### src/smr_params.svh
// Purpose: constants of the sync measurement readout block
// Assumes: 40 MHz clock
// Notes:   byte addresses of the register port
`ifndef SMR_PARAMS_SVH
`define SMR_PARAMS_SVH

// ----------------------------------------------------------------
// register addresses
// ----------------------------------------------------------------
`define SMR_ADDR_CTRL      8'h41
`define SMR_ADDR_LED_CUR   8'h42
`define SMR_ADDR_START     8'h47
`define SMR_ADDR_SYNC      8'h48
`define SMR_ADDR_FIFO_LEV  8'h4B
`define SMR_ADDR_FIFO_B0   8'h4C
`define SMR_ADDR_FIFO_B1   8'h4D
`define SMR_ADDR_FIFO_B2   8'h4E
`define SMR_ADDR_FIFO_B3   8'h4F
`define SMR_ADDR_GREEN_LO  8'h56
`define SMR_ADDR_GREEN_HI  8'h57
`define SMR_ADDR_INT_CLR   8'h58

// ----------------------------------------------------------------
// fields, reset values, sizes
// ----------------------------------------------------------------
`define SMR_CTRL_INT_LSB   0
`define SMR_CTRL_RATE_LSB  2
`define SMR_GREEN_RESET    16'h0000
`define SMR_LED_RESET      8'h00
`define SMR_FIFO_DEPTH     35
`define SMR_FIFO_WM        32

// ----------------------------------------------------------------
// timing
// ----------------------------------------------------------------
`define SMR_CLK_PERIOD_NS      25
`define SMR_DEFAULT_PERIOD_NS  31250000
`define SMR_DEFAULT_PERIOD_CYC (`SMR_DEFAULT_PERIOD_NS / `SMR_CLK_PERIOD_NS)

`endif

### src/smr_pkg.sv
// Purpose: types of the sync measurement readout block
// Assumes: nothing
// Notes:   encodings follow declaration order
package smr_pkg;

    typedef enum logic [1:0] {
        SMR_INT_NONE,
        SMR_INT_WM,
        SMR_INT_IR,
        SMR_INT_DONE
    } smr_int_sel_t;

    typedef enum logic [2:0] {
        SMR_RATE_32,
        SMR_RATE_128,
        SMR_RATE_64,
        SMR_RATE_256,
        SMR_RATE_1024
    } smr_rate_t;

    typedef enum logic [1:0] {
        SMR_SYNC_NONE,
        SMR_SYNC_ONE,
        SMR_SYNC_RUN
    } smr_sync_t;

endpackage : smr_pkg

### src/smr_readout.sv
// Purpose: register file, sync pacing and sample fifo of the sensor
// Assumes: register port already decoded from the serial bus, same clock
// Notes:   sample inputs come from the converter logic on the same clock
`timescale 1ns/1ps
`include "smr_params.svh"

module smr_readout
    import smr_pkg::*;
#(
    parameter int DEFAULT_PERIOD = `SMR_DEFAULT_PERIOD_CYC,
    parameter int IVL_W          = 27
) (
    input  wire logic        clock,
    input  wire logic        nrst,
    input  wire logic        reg_wr,
    input  wire logic        reg_rd,
    input  wire logic [7:0]  reg_addr,
    input  wire logic [7:0]  reg_wdata,
    output logic      [7:0]  reg_rdata_q,
    input  wire logic        sample_valid,
    input  wire logic [15:0] sample_green_off,
    input  wire logic [15:0] sample_green_on,
    input  wire logic        ir_thresh_evt,
    input  wire logic        meas_done_evt,
    output logic             meas_req_q,
    output logic      [7:0]  led_current_q,
    output logic             int_n_q
);

    localparam int DEPTH = `SMR_FIFO_DEPTH;

    function automatic logic [3:0] rate_shift(input smr_rate_t r);
        unique case (r)
            SMR_RATE_32:   rate_shift = 4'h5;
            SMR_RATE_128:  rate_shift = 4'h7;
            SMR_RATE_64:   rate_shift = 4'h6;
            SMR_RATE_256:  rate_shift = 4'h8;
            SMR_RATE_1024: rate_shift = 4'hA;
            default:       rate_shift = 4'h5;
        endcase
    endfunction : rate_shift

    function automatic logic [5:0] wrap_inc(input logic [5:0] p);
        wrap_inc = (p == 6'(DEPTH - 1)) ? 6'h00 : p + 6'h01;
    endfunction : wrap_inc

    // ----------------------------------------------------------------
    // state
    // ----------------------------------------------------------------
    smr_int_sel_t     int_sel_q, int_sel_d;
    smr_rate_t        rate_q, rate_d;
    smr_sync_t        sync_q, sync_d;
    logic [7:0]       led_pend_q, led_pend_d, led_current_d;
    logic             start_q, start_d;
    logic [15:0]      green_q, green_d;
    logic             ir_flag_q, ir_flag_d, done_flag_q, done_flag_d;
    logic [IVL_W-1:0] ivl_q, ivl_d, period_q, period_d, ph_q, ph_d, per_use;
    logic             meas_req_d, int_n_d;
    logic [7:0]       reg_rdata_d;
    logic [31:0]      mem_q [DEPTH];
    logic [31:0]      mem_d [DEPTH];
    logic [5:0]       head_q, head_d, tail_q, tail_d, level_q, level_d;
    logic             sync_evt, start_wr, clr_rd, pop, push;

    assign sync_evt = reg_wr && reg_addr == `SMR_ADDR_SYNC && reg_wdata[0];
    assign start_wr = reg_wr && reg_addr == `SMR_ADDR_START && reg_wdata[0];
    assign clr_rd   = reg_rd && reg_addr == `SMR_ADDR_INT_CLR;
    assign pop      = reg_rd && reg_addr == `SMR_ADDR_FIFO_B3 && level_q != 6'h00;
    assign push     = sample_valid && level_q != 6'(DEPTH);

    // ----------------------------------------------------------------
    // registers, pacing and fifo next values
    // ----------------------------------------------------------------
    always_comb begin
        int_sel_d     = int_sel_q;
        rate_d        = rate_q;
        led_pend_d    = led_pend_q;
        led_current_d = led_current_q;
        start_d       = start_q;
        if (reg_wr && reg_addr == `SMR_ADDR_CTRL) begin
            int_sel_d = smr_int_sel_t'(reg_wdata[`SMR_CTRL_INT_LSB +: 2]);
            rate_d    = smr_rate_t'(reg_wdata[`SMR_CTRL_RATE_LSB +: 3]);
        end
        if (reg_wr && reg_addr == `SMR_ADDR_LED_CUR) begin
            led_pend_d = reg_wdata;
        end
        if (start_wr) begin
            start_d       = 1'b1;
            led_current_d = led_pend_q;
        end
        // set wins over the clear read
        ir_flag_d   = ir_thresh_evt | (ir_flag_q & ~clr_rd);
        done_flag_d = meas_done_evt | (done_flag_q & ~clr_rd);
        green_d = sample_valid ? sample_green_on : green_q;

        // sync pacing
        sync_d   = sync_q;
        period_d = period_q;
        ivl_d    = (ivl_q == '1) ? ivl_q : ivl_q + 1'b1;
        per_use  = (sync_q == SMR_SYNC_RUN && period_q != '0)
                 ? period_q : IVL_W'(DEFAULT_PERIOD);
        if (sync_evt) begin
            ivl_d = IVL_W'(1);                                       // sync edge counts in the interval
            if (sync_q == SMR_SYNC_NONE) begin
                sync_d = SMR_SYNC_ONE;
            end else begin
                sync_d   = SMR_SYNC_RUN;
                period_d = ivl_q >> rate_shift(rate_q);
            end
        end
        if (sync_evt) begin
            ph_d       = '0;
            meas_req_d = 1'b1;
        end else if (sync_q != SMR_SYNC_NONE && ph_q >= per_use - 1'b1) begin
            ph_d       = '0;
            meas_req_d = 1'b1;
        end else begin
            ph_d       = (sync_q != SMR_SYNC_NONE) ? ph_q + 1'b1 : ph_q;
            meas_req_d = 1'b0;
        end

        // sample fifo
        mem_d  = mem_q;
        head_d = pop ? wrap_inc(head_q) : head_q;
        tail_d = tail_q;
        if (push) begin
            mem_d[tail_q] = {sample_green_on,
                             (rate_q == SMR_RATE_1024) ? 16'h0000 : sample_green_off};
            tail_d = wrap_inc(tail_q);
        end
        level_d = level_q + 6'(push) - 6'(pop);

        unique case (int_sel_q)
            SMR_INT_NONE: int_n_d = 1'b1;
            SMR_INT_WM:   int_n_d = !(level_q >= 6'(`SMR_FIFO_WM));
            SMR_INT_IR:   int_n_d = !ir_flag_q;
            SMR_INT_DONE: int_n_d = !done_flag_q;
        endcase

        reg_rdata_d = reg_rdata_q;
        if (reg_rd) begin
            unique case (reg_addr)
                `SMR_ADDR_CTRL:     reg_rdata_d = {3'h0, rate_q, int_sel_q};
                `SMR_ADDR_LED_CUR:  reg_rdata_d = led_pend_q;
                `SMR_ADDR_START:    reg_rdata_d = {7'h00, start_q};
                `SMR_ADDR_FIFO_LEV: reg_rdata_d = {2'h0, level_q};
                `SMR_ADDR_FIFO_B0:  reg_rdata_d = mem_q[head_q][7:0];
                `SMR_ADDR_FIFO_B1:  reg_rdata_d = mem_q[head_q][15:8];
                `SMR_ADDR_FIFO_B2:  reg_rdata_d = mem_q[head_q][23:16];
                `SMR_ADDR_FIFO_B3:  reg_rdata_d = mem_q[head_q][31:24];
                `SMR_ADDR_GREEN_LO: reg_rdata_d = green_q[7:0];
                `SMR_ADDR_GREEN_HI: reg_rdata_d = green_q[15:8];
                default:            reg_rdata_d = 8'h00;
            endcase
        end
    end

    always_ff @(posedge clock or negedge nrst) begin
        if (!nrst) begin
            int_sel_q     <= SMR_INT_NONE;
            rate_q        <= SMR_RATE_32;
            sync_q        <= SMR_SYNC_NONE;
            led_pend_q    <= `SMR_LED_RESET;
            led_current_q <= `SMR_LED_RESET;
            start_q       <= 1'b0;
            green_q       <= `SMR_GREEN_RESET;
            ir_flag_q     <= 1'b0;
            done_flag_q   <= 1'b0;
            ivl_q         <= '0;
            period_q      <= '0;
            ph_q          <= '0;
            meas_req_q    <= 1'b0;
            int_n_q       <= 1'b1;
            reg_rdata_q   <= 8'h00;
            head_q        <= '0;
            tail_q        <= '0;
            level_q       <= '0;
            for (int i = 0; i < DEPTH; i++) begin
                mem_q[i] <= '0;
            end
        end else begin
            int_sel_q     <= int_sel_d;
            rate_q        <= rate_d;
            sync_q        <= sync_d;
            led_pend_q    <= led_pend_d;
            led_current_q <= led_current_d;
            start_q       <= start_d;
            green_q       <= green_d;
            ir_flag_q     <= ir_flag_d;
            done_flag_q   <= done_flag_d;
            ivl_q         <= ivl_d;
            period_q      <= period_d;
            ph_q          <= ph_d;
            meas_req_q    <= meas_req_d;
            int_n_q       <= int_n_d;
            reg_rdata_q   <= reg_rdata_d;
            head_q        <= head_d;
            tail_q        <= tail_d;
            level_q       <= level_d;
            mem_q         <= mem_d;
        end
    end
endmodule : smr_readout

### config.mk
export PLATFORM = sky130hd
export DESIGN_NAME = smr_readout
export DESIGN_NICKNAME = d
export VERILOG_FILES = /design/src/smr_pkg.sv /design/src/smr_readout.sv
export VERILOG_INCLUDE_DIRS = /design/src
export SDC_FILE = /design/constraint.sdc
export NUM_CORES = 2
export LEC_CHECK = 0
export ABC_AREA = 1
export BUFFER_PORTS_ARGS = -buffer_cell sky130_fd_sc_hd__clkbuf_2
export CAP_MARGIN = 20
export CORE_MARGIN = 5
export CORE_UTILIZATION = 47
export CTS_CLUSTER_SIZE = 16
export DETAILED_ROUTE_END_ITERATION = 10
export GPL_ROUTABILITY_DRIVEN = 0
export SYNTH_ARGS = -nofsm -noshare
export SYNTH_HDL_FRONTEND = slang
export SYNTH_SLANG_ARGS = --single-unit
### constraint.sdc
create_clock -name clock -period 5.1 [get_ports clock]
set_input_delay 1.02 -clock clock [delete_from_list [all_inputs] [get_ports clock]]
set_output_delay 1.02 -clock clock [all_outputs]
set_load 0.1 [all_outputs]
==> results.txt <==
outcome: finished, final reports clean
Gate power share: 0.222
vias in the first global route: 49.90k
unrepaired setup endpoints after global routing: false
post-synthesis net count: 7918
Sw Share: 0.3211
Nets: 7706
Port Buffer Count: 72
r2r setup slk: 1.02 ns
number of synthesized flops with an enable pin: 0
CTS Buf Count: 139
max_slew headroom: 0.2162
hold-fix buffers at CTS: 0
# clock sinks: 1271
Remaining DRCs: 0
register clock-pin slew on the reported worst setup and hold paths: 0.06 ns
maximum VDD drop: 0.3525 mV
Critical Path RT: 5.74 ns
sequential power share: 0.471
initial cell density of the core: 0.4744
CTS tree: done
Pre-antenna DRT Iters: 6
Max-cap violations: 0
clock root cell: clkbuf_16
Hold WS: 0.2892 ns
netlist area before placement: 0.06073 sq mm
I/O pin count: 73
critical path class: reg2reg
Final min period: 4.079 ns
Cells after Synth: 7819
Sum Neg Setup Slack: 0 ns
row cnt: 131
Synthesis Warnings: 0
Routed WL per cell: 20.30 um
largest net degree at the start of global routing: 153
Vias: 52.02k
Clock Power Share: 0.306
critical path arrival: 4.72 ns
Worst-Margin Slew: 1.173 ns
share of layout cells above drive strength 1: 0.06406
DIE WIDTH: 369.5 um
Critical Path End Type: register
maximum clock insertion buffer count: 3
1st-iter DRT viols: 5426
DR vias/cell: 5.509
leakage power: 0.03193 uW
final WL: 191700 um
die area: 0.1365 sq mm
Sw Pwr: 10720 uW
pwr dens: 495.4 mW/mm^2
fraction of registers with async set/reset: 1.000
Max FO, Critical Path: 26
Fin. Hold Viols: 0
Worst Clk Skew: 0.02746 ns
Pins Over Slew Limit: 0
# setup viols final: 0
P&R area growth vs syn: 10.94%
Hold Path Class: in2async
post-CTS setup buffers: 0
grt ovf: 0
H-tree Lvls: 4
period utilisation layout: 0.7997
Gates resized, CTS repair: 0
Final HPWL DP: 111300 um
core area: 0.1280 sq mm
post-route ant nets: 0
synth unique cells: 48
post-synthesis sequential area ratio: 0.5238
Synth Area per Inst: 7.766 sq um
All-Layer GR Usage: 0.2807
Chip Height: 369.5 um
Synth Register Bits: 1271
clock latency on the worst-skew pair: 0.78 ns
startpoint types: register
fmax: 245.2 MHz
Pint: 22660 uW
initial antenna violation count: 1
Most used DFF post-synth: dfrtp_1
first-pass GRT wire length: 300000 um
==> worst paths after layout <==
kind	startpoint	endpoint	depth (start not counted)
min	nrst	mem_q[263]$_DFFE_PN0P_	1
max	period_q[17]$_DFFE_PN0P_	ph_q[16]$_DFFE_PN0P_	22
min reg2reg	start_q$_DFFE_PN0P_	start_q$_DFFE_PN0P_	2
min in group clock	start_q$_DFFE_PN0P_	start_q$_DFFE_PN0P_	2
max in group asynchronous	nrst	led_current_q[2]$_DFFE_PN0P_	2
max reg2reg	period_q[17]$_DFFE_PN0P_	ph_q[16]$_DFFE_PN0P_	22
==> cells in the final DEF, fill, tap and decap left out, types with 41 or more instances in the layout <==
| master | count |
|---|---|
| a21oi_1 | 105 |
| buf_4 | 102 |
| clkbuf_16 | 146 |
| clkbuf_2 | 71 |
| dfrtp_1 | 1266 |
| ha_1 | 43 |
| inv_1 | 397 |
| nand2_1 | 2661 |
| nand3_1 | 513 |
| nand3b_1 | 41 |
| nand4_1 | 46 |
| nor2_1 | 448 |
| nor3_1 | 43 |
| o21ai_0 | 1398 |
| o21ai_1 | 47 |
| o22ai_1 | 43 |
==> power groups by stage <==
| stage | clock, uW | sequential (uW) | combinational [uW] |
|---|---|---|---|
| finish | 10200 | 15700 | 7430 |
| global route | 10800 | 16200 | 8720 |
| CTS | 10400 | 15700 | 7460 |
| detailed placement | 0 | 15800 | 7430 |
| global placement | 0 | 15800 | 7210 |
| floorplan | 0 | 15300 | 5680 |
==> metal layers <==
| metal | up-vias | global-route usage | wire length, um |
|---|---|---|---|
| li1 | 24870 | - | - |
| met2 | 1559 | 0.4553 | 88150 |
| met1 | 25290 | 0.3902 | 85800 |
| met5 | - | 0 | 0 |
| met3 | 304 | 0.04247 | 11650 |
| met4 | 0 | 0.08945 | 6066 |
==> state kept, by name, indices dropped and copies added (netlist names) <==
signal	cells
done_flag_q	1
start_q	1
meas_req_q	1
tail_q	6
level_q	6
ivl_q	27
led_pend_q	8
sync_q	2
ph_q	27
led_current_q	8
int_sel_q	2
rate_q	3
green_q	16
ir_flag_q	1
mem_q	1120
reg_rdata_q	8
int_n_q	1
head_q	6
period_q	27
==> worst max-delay path, cell delays in order, from the launching register on <==
cell     delay (ns)
dfrtp_1        0.42
nor2_2         0.24
nand4_1        0.13
nor2_1         0.18
nand3_2        0.09
nand2_1        0.08
inv_1          0.17
nand2_1        0.15
ha_1           0.22
nand4_1        0.13
nor2_2         0.28
nand3_1        0.11
nand2_1        0.09
inv_1          0.04
ha_1           0.31
nand2_1        0.09
nor4_1         0.45
nand3_1        0.14
nand3_1        0.10
nand2_1        0.06
nand2_1        0.05
buf_4          0.27
o21ai_0        0.12
==> final cells by class <==
cell class | instances | area [sq um]
antenna | 1 | 2.502
clock buffer | 212 | 4182
timing repair buffer | 214 | 1979
sequential | 1271 | 31820
fill | 12280 | 60640
clock inverter | 34 | 401.6
inverter | 412 | 1564
tap | 1729 | 2163
multi-input combinational | 5569 | 25260
==> through the flow <==
stage | instance area [sq um] | setup WS (ns) | power (uW) | util | instances
global placement | 62610 | 1.034 | 22960 | 0.4891 | 9188
CTS | 67260 | 0.9994 | 33560 | 0.5254 | 9437
floorplan | 60730 | 1.395 | 20990 | - | 7819
finish | 67370 | 1.021 | 33380 | 0.5263 | 9442
global route | 67370 | 0.5362 | 35740 | 0.5262 | 9441
detailed placement | 62670 | 0.9936 | 23270 | 0.4896 | 9191
==> synthesized netlist by cell type (2+ instances only) <==
master | number | area [sq um]
nor4_1 | 11 | 68.82
a211oi_1 | 6 | 45.04
o31ai_1 | 4 | 30.03
inv_1 | 399 | 1498
xor2_1 | 40 | 350.3
clkbuf_1 | 421 | 1580
nand2_1 | 2681 | 10060
nor2_2 | 6 | 37.54
a31oi_1 | 3 | 18.77
o211ai_1 | 11 | 82.58
clkinv_1 | 7 | 26.28
nand4_2 | 10 | 125.1
inv_2 | 6 | 22.52
o21ai_0 | 1398 | 6997
o21ai_1 | 48 | 240.2
o221ai_1 | 15 | 131.4
ha_1 | 43 | 538.0
mux2i_1 | 2 | 20.02
buf_2 | 105 | 525.5
nand4_1 | 46 | 287.8
o21a_1 | 2 | 15.01
nand3b_1 | 41 | 307.8
nor3_1 | 43 | 215.2
xnor2_1 | 11 | 96.34
nand3_1 | 513 | 2567
o21bai_1 | 10 | 75.07
a21oi_1 | 105 | 525.5
and3_1 | 3 | 18.77
mux2_2 | 4 | 45.04
nor3b_1 | 3 | 22.52
nor3_2 | 5 | 50.05
dfrtp_1 | 1270 | 31780
nor2_1 | 452 | 1697
buf_1 | 27 | 101.4
buf_4 | 13 | 97.59
o22ai_1 | 43 | 269.0
==> cell families (layout without fill, tap and decap cells) <==
group	after synthesis	after routing	share of synthesized area
compound gates	1648	1648	0.1394
buf+inv	979	872	0.06360
xor+xnor	51	51	0.007356
other cells	0	1	0
fa+ha+maj	44	44	0.009190
simple gates	3820	3820	0.2556
mux	6	6	0.001071
flops	1271	1271	0.5238
No activity file was read; power rests on OpenSTA's default activity.
